$ cat src/rtl/bcis_pkg.sv
// Constants shared by the bridge identification and status register bank
package bcis_pkg;

  // Configuration access geometry
  localparam int unsigned BCIS_ADDR_W = 12;
  localparam int unsigned BCIS_DATA_W = 32;
  localparam int unsigned BCIS_BE_W = 4;
  localparam int unsigned BCIS_CODE_W = 16;

  // Register byte offsets
  localparam logic [BCIS_ADDR_W-1:0] BCIS_OFF_IDENT = 12'h000;
  localparam logic [BCIS_ADDR_W-1:0] BCIS_OFF_CSR = 12'h004;

  // Identification register field layout
  localparam int unsigned BCIS_DEV_MSB = 31;
  localparam int unsigned BCIS_DEV_LSB = 16;
  localparam int unsigned BCIS_VEN_MSB = 15;
  localparam int unsigned BCIS_VEN_LSB = 0;

  // Command and status register bit positions
  localparam int unsigned BCIS_BIT_POISON = 31;
  localparam int unsigned BCIS_BIT_SYSERR = 30;
  localparam int unsigned BCIS_BIT_UNSUP = 29;
  localparam int unsigned BCIS_BIT_CAPLIST = 20;
  localparam int unsigned BCIS_BIT_SYS_RPT_EN = 8;
  localparam int unsigned BCIS_BIT_PAR_RESP_EN = 6;

  // Byte lanes that carry the writable fields
  localparam int unsigned BCIS_LANE_FLAGS = 3;
  localparam int unsigned BCIS_LANE_SYS_RPT_EN = 1;
  localparam int unsigned BCIS_LANE_PAR_RESP_EN = 0;

  // Command and status register reset image
  localparam logic [BCIS_DATA_W-1:0] BCIS_CSR_RESET = 32'h0010_0000;

  // Sticky flag indices inside the flag keeper
  localparam int unsigned BCIS_NUM_FLAGS = 3;
  localparam int unsigned BCIS_FLG_POISON = 0;
  localparam int unsigned BCIS_FLG_SYSERR = 1;
  localparam int unsigned BCIS_FLG_UNSUP = 2;

endpackage

$ cat src/rtl/bcis_flag_if.sv
// Set, clear and state lines between the register bank and its flag keeper
`timescale 1ns/100ps
interface bcis_flag_if #(
  parameter int N = 3
);
  logic [N-1:0] set;
  logic [N-1:0] clr;
  logic [N-1:0] flags;

  modport keeper (input set, input clr, output flags);
  modport user (output set, output clr, input flags);
endinterface

$ cat src/rtl/bcis_w1c_flags.sv
// Sticky write-one-to-clear flag keeper
`timescale 1ns/100ps
module bcis_w1c_flags #(
  parameter int N = 3
) (
  // Clock and reset
  input wire logic clk,
  input wire logic rst,
  // Flag set and clear lines
  bcis_flag_if.keeper fl
);

  logic [N-1:0] flags_q;
  logic [N-1:0] flags_d;

  // Set is ORed in after the clear so a same-cycle event is never lost
  assign flags_d = (flags_q & ~fl.clr) | fl.set;

  // Flags start cleared
  always_ff @(posedge clk or posedge rst) begin
    if (rst) begin
      flags_q <= '0;
    end else begin
      flags_q <= flags_d;
    end
  end

  assign fl.flags = flags_q;

endmodule

$ cat src/rtl/bcis_top.sv
// Bridge identification register and upper error-status flags of command and status
//
// Function
// - Identification reads device code in 31:16 and vendor code in 15:0, software writes ignored.
// - Device and vendor codes take EEPROM replacements, else keep their built-in defaults.
// - Bit 31 sets on a poisoned packet or bad-ECRC read completion or write request, ignoring parity response enable.
// - Bit 30 sets only when an ERR_FATAL or ERR_NONFATAL message is sent with system error report enabled.
// - Bit 29 sets when a completion with Unsupported Request status is received.
// - The three flags reset to zero, read one only after their event, and clear on a written one.
`timescale 1ns/100ps
module bcis_top
  import bcis_pkg::*;
#(
  parameter logic [BCIS_CODE_W-1:0] DEFAULT_DEVICE_CODE = 16'h0A5A, // Arbitrary value
  parameter logic [BCIS_CODE_W-1:0] DEFAULT_VENDOR_CODE = 16'h1234 // Arbitrary value
) (
  // Clock and reset
  input wire logic clk,
  input wire logic rst,
  // Configuration access from the PCIe side
  input wire logic cfg_valid,
  input wire logic cfg_write,
  input wire logic [BCIS_ADDR_W-1:0] cfg_addr,
  input wire logic [BCIS_BE_W-1:0] cfg_byte_en,
  input wire logic [BCIS_DATA_W-1:0] cfg_wdata,
  output logic cfg_done,
  output logic [BCIS_DATA_W-1:0] cfg_rdata,
  // Code replacement from the EEPROM loader
  input wire logic code_load,
  input wire logic [BCIS_CODE_W-1:0] code_load_device,
  input wire logic [BCIS_CODE_W-1:0] code_load_vendor,
  // Error events from the PCIe interface
  input wire logic evt_poisoned_rx,
  input wire logic evt_bad_ecrc_rx,
  input wire logic evt_err_msg_tx,
  input wire logic evt_ur_cpl_rx,
  // Command bits toward the rest of the bridge
  output logic parity_response_enable,
  output logic system_error_report_enable
);

  // Address decode of a dword-aligned byte offset
  function automatic logic addr_hit(input logic [BCIS_ADDR_W-1:0] addr,
                                    input logic [BCIS_ADDR_W-1:0] off);
    addr_hit = (addr[BCIS_ADDR_W-1:2] == off[BCIS_ADDR_W-1:2]);
  endfunction

  logic [BCIS_CODE_W-1:0] device_code_q;
  logic [BCIS_CODE_W-1:0] vendor_code_q;
  logic parity_response_enable_q;
  logic system_error_report_enable_q;
  logic cfg_done_q;
  logic [BCIS_DATA_W-1:0] cfg_rdata_q;
  logic [BCIS_DATA_W-1:0] rdata_d;
  logic [BCIS_DATA_W-1:0] ident_word;
  logic [BCIS_DATA_W-1:0] csr_word;
  logic hit_ident;
  logic hit_csr;
  logic csr_wr;
  logic flag_lane_wr;
  logic set_poison;
  logic set_syserr;
  logic set_unsup;
  logic detected_poison_flag;
  logic signaled_sys_error_flag;
  logic received_unsupported_flag;

  bcis_flag_if #(.N(BCIS_NUM_FLAGS)) flag_bus ();

  // Request decode
  assign hit_ident = addr_hit(cfg_addr, BCIS_OFF_IDENT);
  assign hit_csr = addr_hit(cfg_addr, BCIS_OFF_CSR);
  assign csr_wr = cfg_valid && cfg_write && hit_csr;
  assign flag_lane_wr = csr_wr && cfg_byte_en[BCIS_LANE_FLAGS];

  // Event qualification; bad ECRC is only reported by the link for read completions
  // and write requests, so no type filter is repeated here
  assign set_poison = evt_poisoned_rx || evt_bad_ecrc_rx;
  assign set_syserr = evt_err_msg_tx && system_error_report_enable_q;
  assign set_unsup = evt_ur_cpl_rx;

  // Flag keeper set and clear lines; only a written one on the status lane clears
  assign flag_bus.set[BCIS_FLG_POISON] = set_poison;
  assign flag_bus.set[BCIS_FLG_SYSERR] = set_syserr;
  assign flag_bus.set[BCIS_FLG_UNSUP] = set_unsup;
  assign flag_bus.clr[BCIS_FLG_POISON] = flag_lane_wr && cfg_wdata[BCIS_BIT_POISON];
  assign flag_bus.clr[BCIS_FLG_SYSERR] = flag_lane_wr && cfg_wdata[BCIS_BIT_SYSERR];
  assign flag_bus.clr[BCIS_FLG_UNSUP] = flag_lane_wr && cfg_wdata[BCIS_BIT_UNSUP];

  bcis_w1c_flags #(.N(BCIS_NUM_FLAGS)) u_flags (
    .clk(clk),
    .rst(rst),
    .fl(flag_bus.keeper)
  );

  assign detected_poison_flag = flag_bus.flags[BCIS_FLG_POISON];
  assign signaled_sys_error_flag = flag_bus.flags[BCIS_FLG_SYSERR];
  assign received_unsupported_flag = flag_bus.flags[BCIS_FLG_UNSUP];

  // Identification codes; the config path has no write port into them at all
  always_ff @(posedge clk or posedge rst) begin
    if (rst) begin
      device_code_q <= DEFAULT_DEVICE_CODE;
      vendor_code_q <= DEFAULT_VENDOR_CODE;
    end else if (code_load) begin
      device_code_q <= code_load_device;
      vendor_code_q <= code_load_vendor;
    end
  end

  // Command enables, each updated only when its byte lane is enabled
  always_ff @(posedge clk or posedge rst) begin
    if (rst) begin
      parity_response_enable_q <= BCIS_CSR_RESET[BCIS_BIT_PAR_RESP_EN];
      system_error_report_enable_q <= BCIS_CSR_RESET[BCIS_BIT_SYS_RPT_EN];
    end else if (csr_wr) begin
      if (cfg_byte_en[BCIS_LANE_PAR_RESP_EN]) begin
        parity_response_enable_q <= cfg_wdata[BCIS_BIT_PAR_RESP_EN];
      end
      if (cfg_byte_en[BCIS_LANE_SYS_RPT_EN]) begin
        system_error_report_enable_q <= cfg_wdata[BCIS_BIT_SYS_RPT_EN];
      end
    end
  end

  // Read images; unimplemented status and command bits read as zero
  always_comb begin
    ident_word = '0;
    ident_word[BCIS_DEV_MSB:BCIS_DEV_LSB] = device_code_q;
    ident_word[BCIS_VEN_MSB:BCIS_VEN_LSB] = vendor_code_q;
  end

  always_comb begin
    csr_word = '0;
    csr_word[BCIS_BIT_CAPLIST] = BCIS_CSR_RESET[BCIS_BIT_CAPLIST];
    csr_word[BCIS_BIT_POISON] = detected_poison_flag;
    csr_word[BCIS_BIT_SYSERR] = signaled_sys_error_flag;
    csr_word[BCIS_BIT_UNSUP] = received_unsupported_flag;
    csr_word[BCIS_BIT_SYS_RPT_EN] = system_error_report_enable_q;
    csr_word[BCIS_BIT_PAR_RESP_EN] = parity_response_enable_q;
  end

  // Read select; unmapped offsets answer zero so a stray probe never hangs
  assign rdata_d = (!cfg_valid || cfg_write) ? '0 :
                   hit_ident ? ident_word :
                   hit_csr ? csr_word : '0;

  // Every request is answered one cycle later, reads and writes alike
  always_ff @(posedge clk or posedge rst) begin
    if (rst) begin
      cfg_done_q <= 1'b0;
      cfg_rdata_q <= '0;
    end else begin
      cfg_done_q <= cfg_valid;
      cfg_rdata_q <= rdata_d;
    end
  end

  assign cfg_done = cfg_done_q;
  assign cfg_rdata = cfg_rdata_q;
  assign parity_response_enable = parity_response_enable_q;
  assign system_error_report_enable = system_error_report_enable_q;
endmodule

$ cat config.mk
export PLATFORM = sky130hd
export DESIGN_NAME = bcis_top
export DESIGN_NICKNAME = d
export VERILOG_FILES = /design/src/rtl/bcis_pkg.sv /design/src/rtl/bcis_flag_if.sv /design/src/rtl/bcis_w1c_flags.sv /design/src/rtl/bcis_top.sv
export SDC_FILE = /design/constraint.sdc
export NUM_CORES = 1
export LEC_CHECK = 0
export ABC_AREA = 1
export BUFFER_PORTS_ARGS = -buffer_cell sky130_fd_sc_hd__buf_2
export CAP_MARGIN = 15
export CORE_ASPECT_RATIO = 1.2
export CORE_MARGIN = 2
export CORE_UTILIZATION = 35
export DETAILED_ROUTE_END_ITERATION = 7
export GPL_TIMING_DRIVEN = 0
export SKIP_CTS_REPAIR_TIMING = 1
export SLEW_MARGIN = 0
export SYNTH_ARGS = -nofsm -noshare
export SYNTH_HDL_FRONTEND = slang
export SYNTH_HIERARCHICAL = 1
export SYNTH_SLANG_ARGS = --single-unit
export TNS_END_PERCENT = 1
$ cat constraint.sdc
create_clock -name clk -period 2.6 [get_ports clk]
set_clock_uncertainty 0.15 [all_clocks]
set_input_delay 0.13 -clock clk [delete_from_list [all_inputs] [get_ports clk]]
set_output_delay 0.13 -clock clk [all_outputs]
set_load 0.02 [all_outputs]
## Yosys cells after proc, flatten, opt, wreduce, memory -nomap -nowiden

Cells that the tools add are included.
W data, S select, Z words.

- Reduce and logical (&&, ||, !) cells: 13
- Bitwise operators: 3
- Equality and inequality tests: 1
- Mux-type cells: 3

Operators by type and width:

| operator | number |
|---|---|
| $mux W32 | 3 |
| $eq A10 B1 Y1 const B | 1 |
| $logic_not A10 Y1 | 1 |
| $logic_and A1 B1 Y1 | 7 |
| $reduce_and A2 Y1 | 2 |
| $and A3 B3 Y3 | 1 |
| $not A3 Y3 | 1 |
| $or A3 B3 Y3 | 1 |
| $logic_or A1 B1 Y1 | 2 |
| $logic_not A1 Y1 | 1 |

- Bits of input ports: 89
- Logic and storage cells: 27
- Bits in registers: 70
- Output and inout bits: 35

## Longest topological paths before layout

Gate-level depths: netlist (run 1).

- Depth after elaboration: 7
- Depth in mapped cells: 10
- Gate-level depth less buffers: 10

## Hierarchy

The synthesis (run 1) kept the hierarchy.

Modules (own cells, without submodules):

| module | sequential area each (µm²) | times used | area each (µm²) | cells an instance |
|---|---|---|---|---|
| bcis_top | 1690.4 | 1 | 2611.3 | 257 |
| bcis_w1c_flags | 75.1 | 1 | 123.9 | 16 |

## Least setup slack after synthesis (run 1)

Ideal clock, no wire load.

- Path kind: input to register
- Start: in cfg_addr[3]
- End: reg u_flags.flags_q[0] (netlist: u_flags/fl.flags[0])
- Required time: 2334 ps
- Cell stages on the path: 10
- Arrival time: 938 ps
- Setup time: 116 ps
- Slack: 1396 ps
- Buffers on the path: 0
- Cell sequence: inv_1 nand2_1 nor2_1 nand2_1 nor2_1 nand3_1 nor2_1 inv_1 nand2_1 nand2_1

- Word-level cells in the longest chain between the ends: 7

RTL lines:

| item | line | text |
|---|---|---|
| start, declared | bcis_top.sv:23 | `input wire logic [BCIS_ADDR_W-1:0] cfg_addr,` |
| $eq A10 B1 Y1 | bcis_top.sv:45 | `addr_hit = (addr[BCIS_ADDR_W-1:2] == off[BCIS_ADDR_W-1:2]);` |
| $logic_and A1 B1 Y1 | bcis_top.sv:73 | `assign csr_wr = cfg_valid && cfg_write && hit_csr;` |
| $logic_and A1 B1 Y1 | bcis_top.sv:74 | `assign flag_lane_wr = csr_wr && cfg_byte_en[BCIS_LANE_FLAGS];` |
| $logic_and A1 B1 Y1 | bcis_top.sv:86 | `assign flag_bus.clr[BCIS_FLG_POISON] = flag_lane_wr && cfg_wdata[BCIS_BIT_POISON];` |
| net flag_bus.clr[0] | bcis_flag_if.sv:7 | `logic [N-1:0] clr;` |
| $not A3 Y3 | bcis_w1c_flags.sv:17 | `assign flags_d = (flags_q & ~fl.clr) \| fl.set;` |
| $and A3 B3 Y3 | bcis_w1c_flags.sv:17 |  |
| $or A3 B3 Y3 | bcis_w1c_flags.sv:17 |  |
| net u_flags.flags_d[0] | bcis_w1c_flags.sv:14 | `logic [N-1:0] flags_d;` |
| end signal, assigned | bcis_w1c_flags.sv:24 | `flags_q <= flags_d;` |
| end, declared | bcis_w1c_flags.sv:13 | `logic [N-1:0] flags_q;` |

The timed path passes the listed nets, and every way through them passes these cells.
A chain may end at the register's enable or synchronous reset.

## Final worst setup path (run 1)

Ends and elaborated chain as after synthesis.

==> results of run 1 <==
## final timing paths
path | from | end | slack (ns)
setup reg to reg | device_code_q[4] | cfg_rdata[20] | 1.04
min in group asynchronous | rst | u_flags/fl.flags[0] | 0.09
max in group asynchronous | rst | cfg_rdata[7] | 1.41
hold / removal | cfg_byte_en[0] | parity_response_enable | -0.04
hold reg to reg | u_flags/fl.flags[2] | u_flags/fl.flags[2] | 0.33
setup / recovery | cfg_addr[3] | u_flags/fl.flags[0] | 0.29
## stage by stage
step | instance area [sq um] | std cells
after global routing | 4060 | 520
after floorplan | 2740 | 273
after detailed placement | 3310 | 457
after CTS | 3590 | 473
final | 4060 | 520
after global placement | 3310 | 457
## layout make-up
class / count / area share [%]
buffer: 10 / 1.54
clock buffer: 11 / 3.73
clock inverter: 5 / 3.17
inverter: 53 / 4.96
multi-input combinational: 140 / 17.4
sequential: 70 / 43.4
tap: 92 / 2.83
timing repair buffer: 139 / 22.9
## per-layer routing
metal	up-vias	wire (microns)
met5	-	0
met1	1054	2580
met4	0	82
li1	1122	-
met3	7	304
met2	59	3130
## critical path: cells and delay by family
family	cells	cell delay [ns]
simple gates	8	0.97
buf+inv	5	1.30
## state kept, by name, summed over array words and instances (netlist names)
name,cells
cfg_done,1
cfg_rdata,32
device_code_q,16
parity_response_enable,1
system_error_report_enable,1
u_flags/fl.flags,3
vendor_code_q,16
## cell usage after synthesis
cell type  instances
mux2_2             3
nand2_1           48
dfrtp_1           59
nor2_1            27
buf_2              1
o21ai_0           33
nor4_1             1
nor2_4            11
buf_6              1
nor2_2             1
dfstp_2           11
inv_1             53
a21oi_1            2
clkbuf_1           7
buf_12             1
nand4_1            4
nand3_1            8
nand3_2            1
or2_2              1
## power groups by stage
stage	clock network, mW	logic [mW]	registers [mW]
6_report	1.19	0.219	1.16
3_5_place_dp	0	0.171	1.18
3_3_place_gp	0	0.166	1.18
2_1_floorplan	0	0.0970	1.18
5_1_grt	1.27	0.252	1.17
4_1_cts	1.22	0.173	1.16
## logic make-up (layout without fill, tap and decap cells)
logic type / after synthesis / in the layout / share of synthesized area, %
AO/OA/AOI/OAI: 35 / 35 / 6.40
buffers and inverters: 63 / 218 / 9.56
flip-flops: 70 / 70 / 64.5
multiplexers: 3 / 3 / 1.24
AND/OR/NAND/NOR: 102 / 102 / 18.3
==> summary.md, run 1 <==
| Metric | Value |
|---|---|
| Sequential cell area | `1770 sq um` |
| Max-slew violation count | `0` |
| Mapped Nets | `362` |
| Count of cells along the worst register-to-register path | `3` |
| Number of antenna violations at the first check in global routing | `0` |
| Cell Rows | `35` |
| Number of diodes added for antenna fixing | `0` |
| Pre-Repair DR Iteration Count | `4` |
| Achievable frequency | `432 MHz` |
| Gate Count Post-Synth | `273` |
| Met2 routing resource usage after global routing | `22.9%` |
| Latest clock arrival within the worst-skew pair | `0.33 ns` |
| Ordered cell list for the critical path | `dlygate4sd3_1 > buf_2 > inv_1 > nand2_1 > nor2_1 > nand2_1 > nor2_1 > nand3_1 > nor2_1 > inv_1 > nand2_1 > nand2_1 > dlygate4sd3_1` |
| TritonCTS clock tree | `done` |
| Data required time of the critical path | `2.67 ns` |
| Final nets | `512` |
| Most common cell after layout, fill and taps aside | `buf_2` |
| TritonCTS Sinks | `70` |
| Power per cell area | `632 nW/um^2` |
| Final RePlAce weighted congestion | `0.717` |
| Starting Density | `35.9%` |
| Relative contribution of the clock network to total power | `46.3%` |
| Endpoint type of the worst setup path | `flop` |
| Part of the cycle the worst path needs | `88.9%` |
| Post-route DRC | `0` |
| Met1 Usage GRT | `17.7%` |
| Sw Share | `20.6%` |
| Combinational share of power | `8.5%` |
| Run status | `finished with violations` |
| DIE AREA | `8540 sq um` |
| Number of library cell types mapped by synthesis | `19` |
| Overall power | `2.57 mW` |
| Leading cell types in the layout, fill and taps excluded | `buf_2, dfrtp_1, inv_1` |
| Final min period | `2.31 ns` |
| IR Drop Worst-Case VDD | `325 uV` |
| Relative contribution of sequential cells to total power | `45.1%` |
| Net switching power | `0.530 mW` |
| Post-synthesis sequential element count | `70` |
| Min-Delay Path Depth | `4` |
| Drt initial violations | `67` |
| Category of the critical setup timing path | `in -> reg` |
| Half-perimeter wire length after placement | `4.03 mm` |
| Normalized max-slew margin | `46.7%` |
| Final hold violation count | `3` |
| Multi-input logic area | `708 sq um` |
| Number of fill cells | `702` |
| Category of the worst setup path launch point | `input pin` |
| Clock transition at the registers of the reported paths | `0.07 ns` |
| Crit path max-delay cell type | `dlygate4sd3_1` |
| Pleak | `2.16 nW` |
| Wire length of the first global-routing pass | `9.23 mm` |
| Most Used Layer, Global Route | `met2` |
| Worst-case setup slack after placement | `1.01 ns` |
| Final core utilization | `53.3%` |
| # setup viols final | `0` |
| Core box area | `7620 sq um` |
| Setup repair after global routing missed its margin | `false` |
| Clock buffer count from CTS | `9` |
| HP Class | `in -> reg` |
| Share of Yosys cell area claimed by the top area cell type | `54.0%` |
| Clock Root Buffer | `clkbuf_8` |
| Number of port buffers | `92` |
| Part of the Yosys area used for sequential elements | `64.5%` |
| Vias in the first global route | `1,953` |
| PnR worst setup slack | `0.288 ns` |
| Library cell with the largest summed area after synthesis | `dfrtp_1` |
| Proportion of layout cells with a drive suffix above 1 | `32.7%` |
| Detailed-route vias per instance | `4.31` |
| Total of warnings raised by yosys | `6` |
| Number of top-level pins | `124` |
| Remaining global-route overflow | `0` |
| Setup TNS after final layout | `0 ns` |
| Die Span X | `84.7 microns` |
| Residual antenna-violating net count after detailed routing | `0` |
| Top area cells in the synthesized netlist | `dfrtp_1, dfstp_2, inv_1` |
| GRT Resource Usage Total | `14.1%` |
| Vias after detailed routing | `2,242` |
| Count of H-tree levels built during CTS | `3` |
| Largest net degree at the start of global routing | `68` |
| Violated checks | `negative hold slack` |
| Crit-path max FO | `6` |
| Met3 capacity usage during global routing | `3.36%` |
| Average footprint of a synthesized cell | `10.0 sq um` |
| Internal power contribution | `2.04 mW` |
| Die Ht | `101 microns` |
| Worst hold margin | `-0.0440 ns` |
| Maximum cell stage delay along the critical path | `0.55 ns` |
| Top cell by count, worst path | `nand2_1` |
| Average detailed-routed wire length per instance | `11.7 microns` |
| Cell area after technology mapping | `2740 sq um` |
| Maximum capacitance violations | `0` |
| Arrival time at the worst endpoint | `2.38 ns` |
| Synth-to-layout area growth | `48.6%` |
| Actual transition at the worst max-transition pin | `0.800 ns` |
| Final routed wirelength across all metal layers | `6.09 mm` |
| Worst-case clock buffer depth | `2` |
Note: power is estimated with default switching activity, not from simulation.
==> run 2: changes to the inputs <==
--- a/config.mk
+++ b/config.mk
@@ -6,12 +6,12 @@
 export NUM_CORES = 1
 export LEC_CHECK = 0
 export ABC_AREA = 1
-export BUFFER_PORTS_ARGS = -buffer_cell sky130_fd_sc_hd__buf_2
 export CAP_MARGIN = 15
 export CORE_ASPECT_RATIO = 1.2
 export CORE_MARGIN = 2
 export CORE_UTILIZATION = 35
 export DETAILED_ROUTE_END_ITERATION = 7
+export DONT_BUFFER_PORTS = 1
 export GPL_TIMING_DRIVEN = 0
 export SKIP_CTS_REPAIR_TIMING = 1
 export SLEW_MARGIN = 0
==> run 2 against run 1 <==
The flow still finishes with violations (negative hold slack). Critical path type unchanged. Clock power fell by 27%. Largest cell class unchanged. Via count is 14% lower. Count of clock-buffer cells in the layout shrank 1. Largest power group is now registers. Global-route usage decreased by 0.54 points.
==> summary.md, run 2 (synthesis gave the netlist of run 1 again) <==
| Metric | Value |
|---|---|
| Power per cell area | `621 nW/um^2` |
| Count of buffer and inverter cells on the critical path | `4` |
| Non-filler instance count after layout | `432` |
| HP Class | `in -> reg` |
| Die Ht | `101 microns` |
| Worst hold margin | `-0.000988 ns` |
| Top cell by count, worst path | `dlygate4sd3_1` |
| End point of the worst hold path | `parity_response_enable` |
| Total number of cells along the worst setup path | `6` |
| Worst-case clock buffer depth | `2` |
| Proportion of layout cells with a drive suffix above 1 | `13.8%` |
| Max-slew violation count | `0` |
| Final hold violation count | `1` |
| Pre-Repair DR Iteration Count | `4` |
| Average detailed-routed wire length per instance | `13.6 microns` |
| Most common cell after layout, fill and taps aside | `dfrtp_1` |
| R2r startpoint | `device_code_q[4]` |
| Final nets | `424` |
| Arrival time at the worst endpoint | `2.14 ns` |
| Number of diodes added for antenna fixing | `0` |
| Maximum capacitance violations | `0` |
| Number of top-level pins | `124` |
| Worst-case setup slack after placement | `1.12 ns` |
| Vias after detailed routing | `1,920` |
| Final core utilization | `46.7%` |
| Number of antenna violations at the first check in global routing | `0` |
| Violated checks | `negative hold slack` |
| Largest net degree at the start of global routing | `68` |
| Category of the worst setup path launch point | `input pin` |
| Clock transition at the registers of the reported paths | `0.08 ns` |
| Ordered cell list for the critical path | `dlygate4sd3_1 > or2_2 > dlygate4sd3_1 > inv_1 > nand2_1 > dlygate4sd3_1` |
| Cell area after placement | `2850 sq um` |
| Flip-flop count of the largest register, all copies and words added | `32` |
| Part of the cycle the worst path needs | `79.7%` |
| Residual antenna-violating net count after detailed routing | `0` |
| Count of cells along the worst register-to-register path | `3` |
| Data required time of the critical path | `2.67 ns` |
| Leading cell types in the layout, fill and taps excluded | `dfrtp_1, inv_1, dlygate4sd3_1` |
| IR Drop Worst-Case VDD | `337 uV` |
| Endpoint type of the worst setup path | `flop` |
| Post-route DRC | `0` |
| Wire length of the first global-routing pass | `8.69 mm` |
| Number of port buffers | `0` |
| Core box area | `7620 sq um` |
| Starting Density | `35.9%` |
| Category of the critical setup timing path | `in -> reg` |
| TritonCTS clock tree | `done` |
| Post-Layout Inst Area | `3560 sq um` |
| Overall power | `2.21 mW` |
| Latest clock arrival within the worst-skew pair | `0.33 ns` |
| GRT Resource Usage Total | `13.6%` |
| Drt initial violations | `115` |
| Setup TNS after final layout | `0 ns` |
| Clock buffer count from CTS | `9` |
| Total instance count after detailed placement | `365` |
| # setup viols final | `0` |
| Synth-to-layout area growth | `30.2%` |
| Clock Root Buffer | `clkbuf_8` |
| Final min period | `2.07 ns` |
| Setup repair after global routing missed its margin | `false` |
| Maximum cell stage delay along the critical path | `0.56 ns` |
| DIE AREA | `8540 sq um` |
| Setup slack, reg-to-reg | `1.05 ns` |
| Detailed-route vias per instance | `4.44` |
| Vias in the first global route | `1,730` |
| PnR worst setup slack | `0.528 ns` |
| Endpoint of the worst-slack reg-to-reg timing path | `cfg_rdata[20]` |
| Pleak | `1.71 nW` |
| Half-perimeter wire length after placement | `3.84 mm` |
| Final RePlAce weighted congestion | `0.706` |
| Cell Rows | `35` |
| Crit path max-delay cell type | `dlygate4sd3_1` |
| Start point of the worst min-delay path | `cfg_write` |
| Cell type group with the largest total delay on the critical path | `buffers and inverters` |
| Normalized max-slew margin | `46.5%` |
| Min-Delay Path Depth | `5` |
| Die Span X | `84.7 microns` |
| Run status | `finished with violations` |
| Remaining global-route overflow | `0` |
| TritonCTS Sinks | `70` |
| Number of fill cells | `731` |
| Actual transition at the worst max-transition pin | `0.802 ns` |
| Count of H-tree levels built during CTS | `3` |
| Final routed wirelength across all metal layers | `5.86 mm` |
| Achievable frequency | `483 MHz` |
| Crit-path max FO | `1` |
## run 2: cell types whose count changed in the layout (fill, tap and decap cells not counted), sizes merged
cell	delta
buf	-92
clkinvlp	+2
clkinv	+1
inv	+1
clkbuf	-1
dlygate4sd3	+4
bufinv	-3
## run 2: cell type report
class                   count  area (sq um)  area share [%]
flip-flops and latches     70          1770            49.6
repair buffers             51           510            14.3
inverters                  53           201            5.66
plain buffers              10          62.6            1.76
clock inverters             6          71.3            2.00
well taps                  92           115            3.23
multi-input cells         140           708            19.9
clock buffers              10           128            3.58
## run 2: power by group
| group | switching (mW) | total (mW) | internal (mW) |
|---|---|---|---|
| combinational | 0.101 | 0.179 | 0.0778 |
| sequential | 0.0150 | 1.16 | 1.15 |
| clock | 0.421 | 0.871 | 0.450 |
## run 2: worst max path at each step
stage               slack [ns]                       start                         end
global placement         -0.13                         rst               cfg_rdata[18]
CTS                       1.47  system_error_report_enable  system_error_report_enable
detailed placement        1.12                 cfg_addr[6]         u_flags/fl.flags[0]
global route              0.51             evt_poisoned_rx         u_flags/fl.flags[0]
finish                    0.53             evt_poisoned_rx         u_flags/fl.flags[0]
floorplan                 0.66                         rst                    cfg_done
## run 2: tightest hold or removal path, stage by stage
cell and delay (ns):
nand2_1 0.04, inv_1 0.08, nand4_1 0.10, nand2_1 0.04, nand2_1 0.05
## run 2: routing by layer
layer  wire length (microns)  GRT usage, %  vias to the layer above
li1                        -             -                      944
met1                    2460          15.8                      915
met2                    3100          22.9                       56
met3                     224          4.67                        5
met4                      69          5.74                        0
met5                       0             0                        -
==> run 3: changes to the inputs <==
--- a/config.mk
+++ b/config.mk
@@ -5,7 +5,7 @@
 export SDC_FILE = /design/constraint.sdc
 export NUM_CORES = 1
 export LEC_CHECK = 0
-export ABC_AREA = 1
+export ABC_AREA = 0
 export CAP_MARGIN = 15
 export CORE_ASPECT_RATIO = 1.2
 export CORE_MARGIN = 2
==> constraint.sdc (replaced) <==
create_clock -name clk -period 2.16 [get_ports clk]
set_clock_uncertainty 0.15 [all_clocks]
set_input_delay 0.108 -clock clk [delete_from_list [all_inputs] [get_ports clk]]
set_output_delay 0.108 -clock clk [all_outputs]
set_load 0.02 [all_outputs]
==> run 3 against run 2 <==
The flow now finishes without violations. Critical path depth decreased by 2. Flip-flop and latch count stayed put. Utilization rose by 0.12 points. Register-to-register slack worse by 0.50 ns. Wire length down 4.9%. Synthesized cell count decreased by 34%. Worst setup slack lost 0.32 ns. Via count shrank 17%. Combinational power is 18% higher. Count of clock-buffer cells in the layout increased by 2. Power grew 15%. Critical path type unchanged. Largest power group unchanged. Highest routed layer unchanged.
==> summary.md, run 3 <==
| Metric | Value |
|---|---|
| Clock Root Buffer | `clkbuf_8` |
| Die Span X | `83.4 microns` |
| Pre-Repair DR Iteration Count | `4` |
| Average detailed-routed wire length per instance | `16.7 microns` |
| Category of the worst setup path launch point | `input pin` |
| Actual transition at the worst max-transition pin | `0.809 ns` |
| Flip-flop count of the largest register, all copies and words added | `32` |
| Die Ht | `99.3 microns` |
| Final min period | `1.96 ns` |
| Arrival time at the worst endpoint | `2.03 ns` |
| Prevailing post-synth register cell | `dfrtp_1` |
| Remaining global-route overflow | `0` |
| Proportion of layout cells with a drive suffix above 1 | `28.8%` |
| Power per cell area | `747 nW/um^2` |
| Met2 wire length | `2.82 mm` |
| Top area cells in the synthesized netlist | `dfrtp_1, mux2_2, dfstp_2` |
| Category of the critical setup timing path | `in -> reg` |
| Number of fill cells | `655` |
| Starting Density | `36.4%` |
| Setup TNS after final layout | `0 ns` |
| Average footprint of a synthesized cell | `14.8 sq um` |
| # setup viols final | `0` |
| Final nets | `327` |
| Post-synthesis sequential element count | `70` |
| Combinational share of power | `8.3%` |
| Largest net degree at the start of global routing | `68` |
| Achievable frequency | `511 MHz` |
| Cell area after technology mapping | `2650 sq um` |
| Residual antenna-violating net count after detailed routing | `0` |
| Setup repair after global routing missed its margin | `false` |
| Run status | `finished clean` |
| Sequential cell area | `1770 sq um` |
| Final hold violation count | `0` |
| GRT Resource Usage Total | `13.6%` |
| DIE AREA | `8270 sq um` |
| Routed met3 length | `452 microns` |
| Number of antenna violations at the first check in global routing | `0` |
| TritonCTS clock tree | `done` |
| Latest clock arrival within the worst-skew pair | `0.34 ns` |
| Max-slew violation count | `0` |
| Final RePlAce weighted congestion | `0.715` |
| Number of port buffers | `0` |
| Worst-case clock buffer depth | `2` |
| Min-Delay Path Depth | `2` |
| Part of the cycle the worst path needs | `90.6%` |
| Multi-input logic area | `810 sq um` |
| Cell Rows | `34` |
| Count of H-tree levels built during CTS | `3` |
| Vias in the first global route | `1,528` |
| Number of library cell types mapped by synthesis | `24` |
| Net switching power | `0.589 mW` |
| Normalized max-slew margin | `46.1%` |
| Relative contribution of sequential cells to total power | `55.7%` |
| Library cell with the largest summed area after synthesis | `dfrtp_1` |
| Sw Share | `23.1%` |
| Share of Yosys cell area claimed by the top area cell type | `55.8%` |
| Clock buffer count from CTS | `9` |
| Part of the Yosys area used for sequential elements | `66.7%` |
| Leading cell types in the layout, fill and taps excluded | `dfrtp_1, dlygate4sd3_1, mux2_2` |
| Endpoint type of the worst setup path | `flop` |
| HP Class | `in -> reg` |
| Post-route DRC | `0` |
| Wire length of the first global-routing pass | `8.27 mm` |
| Maximum capacitance violations | `0` |
| Crit-path max FO | `5` |
| Total instance count after detailed placement | `269` |
| Final routed wirelength across all metal layers | `5.57 mm` |
| Count of cells along the worst register-to-register path | `2` |
| Relative contribution of the clock network to total power | `36.1%` |
| Synth-to-layout area growth | `28.8%` |
| Clock transition at the registers of the reported paths | `0.07 ns` |
| Total of warnings raised by yosys | `6` |
| Detailed-route vias per instance | `4.79` |
| Number of diodes added for antenna fixing | `0` |
| TritonCTS Sinks | `70` |
| Vias after detailed routing | `1,595` |
| Half-perimeter wire length after placement | `3.58 mm` |
| Most common cell after layout, fill and taps aside | `dfrtp_1` |
| Most instantiated cells after synthesis | `dfrtp_1, mux2_2, and2_1, dfstp_2, nor2_1` |
| Pleak | `1.50 nW` |
| Proportion of register bits with asynchronous set or reset after synthesis | `100%` |
| Internal power contribution | `1.96 mW` |
| Most common cell in the netlist | `dfrtp_1` |
| Mapped Nets | `268` |
| Overall power | `2.55 mW` |
| Core box area | `7270 sq um` |
| Number of top-level pins | `124` |
| Gate Count Post-Synth | `179` |
| Number of enable-type register cells in the synthesized netlist | `0` |
| Top layer in use | `met4` |
| Met1 Wirelength | `2.11 mm` |
| Data required time of the critical path | `2.24 ns` |
| Non-filler instance count after layout | `333` |
| IR Drop Worst-Case VDD | `502 uV` |
| Drt initial violations | `51` |
[run 3: changes by cell type after synthesis, sizes merged, moves of 3 or more]
cell,before,now
nand4,4,0
nand2,48,4
nor3,0,3
mux2,3,34
clkbuf,7,4
or4,0,3
o21ai,33,0
nand3,9,2
a21o,0,3
mux2i,0,5
inv,53,5
nor2,39,8
and2,0,19
nor3b,0,8
[run 3: worst max-delay path, stage by stage]
cell and delay (ns):
or4_1 0.66, nor4_1 0.35, mux2_2 0.37, dlygate4sd3_1 0.55
[run 3: metal layers]
metal / global-route usage (%) / vias up
met5: 0 / -
met4: 8.58 / 0
met3: 6.22 / 17
met2: 20.8 / 62
met1: 15.4 / 790
li1: - / 726
[run 3: worst paths after layout]
check / slack, ns / to / start
worst min register to register: 0.32 / cfg_rdata[0] / vendor_code_q[0]
min in group asynchronous: 0.27 / cfg_rdata[30] / rst
max in group asynchronous: 1.06 / vendor_code_q[15] / rst
worst min-delay path: 0.02 / device_code_q[3] / code_load
worst max-delay path: 0.20 / parity_response_enable / cfg_addr[11]
worst max register to register: 0.55 / system_error_report_enable / system_error_report_enable
[run 3: cells by family after synthesis]
family	count (synthesis)	share of synthesized area [%]
AOI/OAI and AO/OA	3	0.851
muxes	39	16.4
and+or+nand+nor	53	13.4
buffers and inverters	14	2.69
DFF	70	66.7
[run 3: cell type report]
type | instances | area share (%)
Sequential cell | 70 | 51.8
Timing Repair Buffer | 48 | 14.1
Tap cell | 90 | 3.30
Clock inverter | 4 | 0.661
Buffer | 9 | 1.54
Inverter | 5 | 0.624
Multi-Input combinational cell | 95 | 23.7
Clock buffer | 12 | 4.26
[run 3: power groups by stage]
| stage | Clock (mW) | Combinational (mW) | Sequential [mW] |
|---|---|---|---|
| after detailed placement | 0 | 0.144 | 1.44 |
| after floorplan | 0 | 0.120 | 1.43 |
| after global routing | 1.01 | 0.234 | 1.43 |
| final | 0.918 | 0.211 | 1.42 |
| after CTS | 0.946 | 0.145 | 1.42 |
| after global placement | 0 | 0.141 | 1.44 |
[run 3: metrics by stage]
stage | hold WS (ns) | setup WS [ns] | instance area [sq um] | utilization (%)
2_1_floorplan | -0.288 | 0.237 | 2650 | -
3_3_place_gp | -0.274 | -0.529 | 2760 | 37.9
3_5_place_dp | -0.273 | 0.0229 | 2760 | 38.0
4_1_cts | -0.654 | 0.393 | 2930 | 40.3
5_1_grt | -0.00267 | 0.186 | 3410 | 46.9
6_report | 0.0216 | 0.204 | 3410 | 46.9
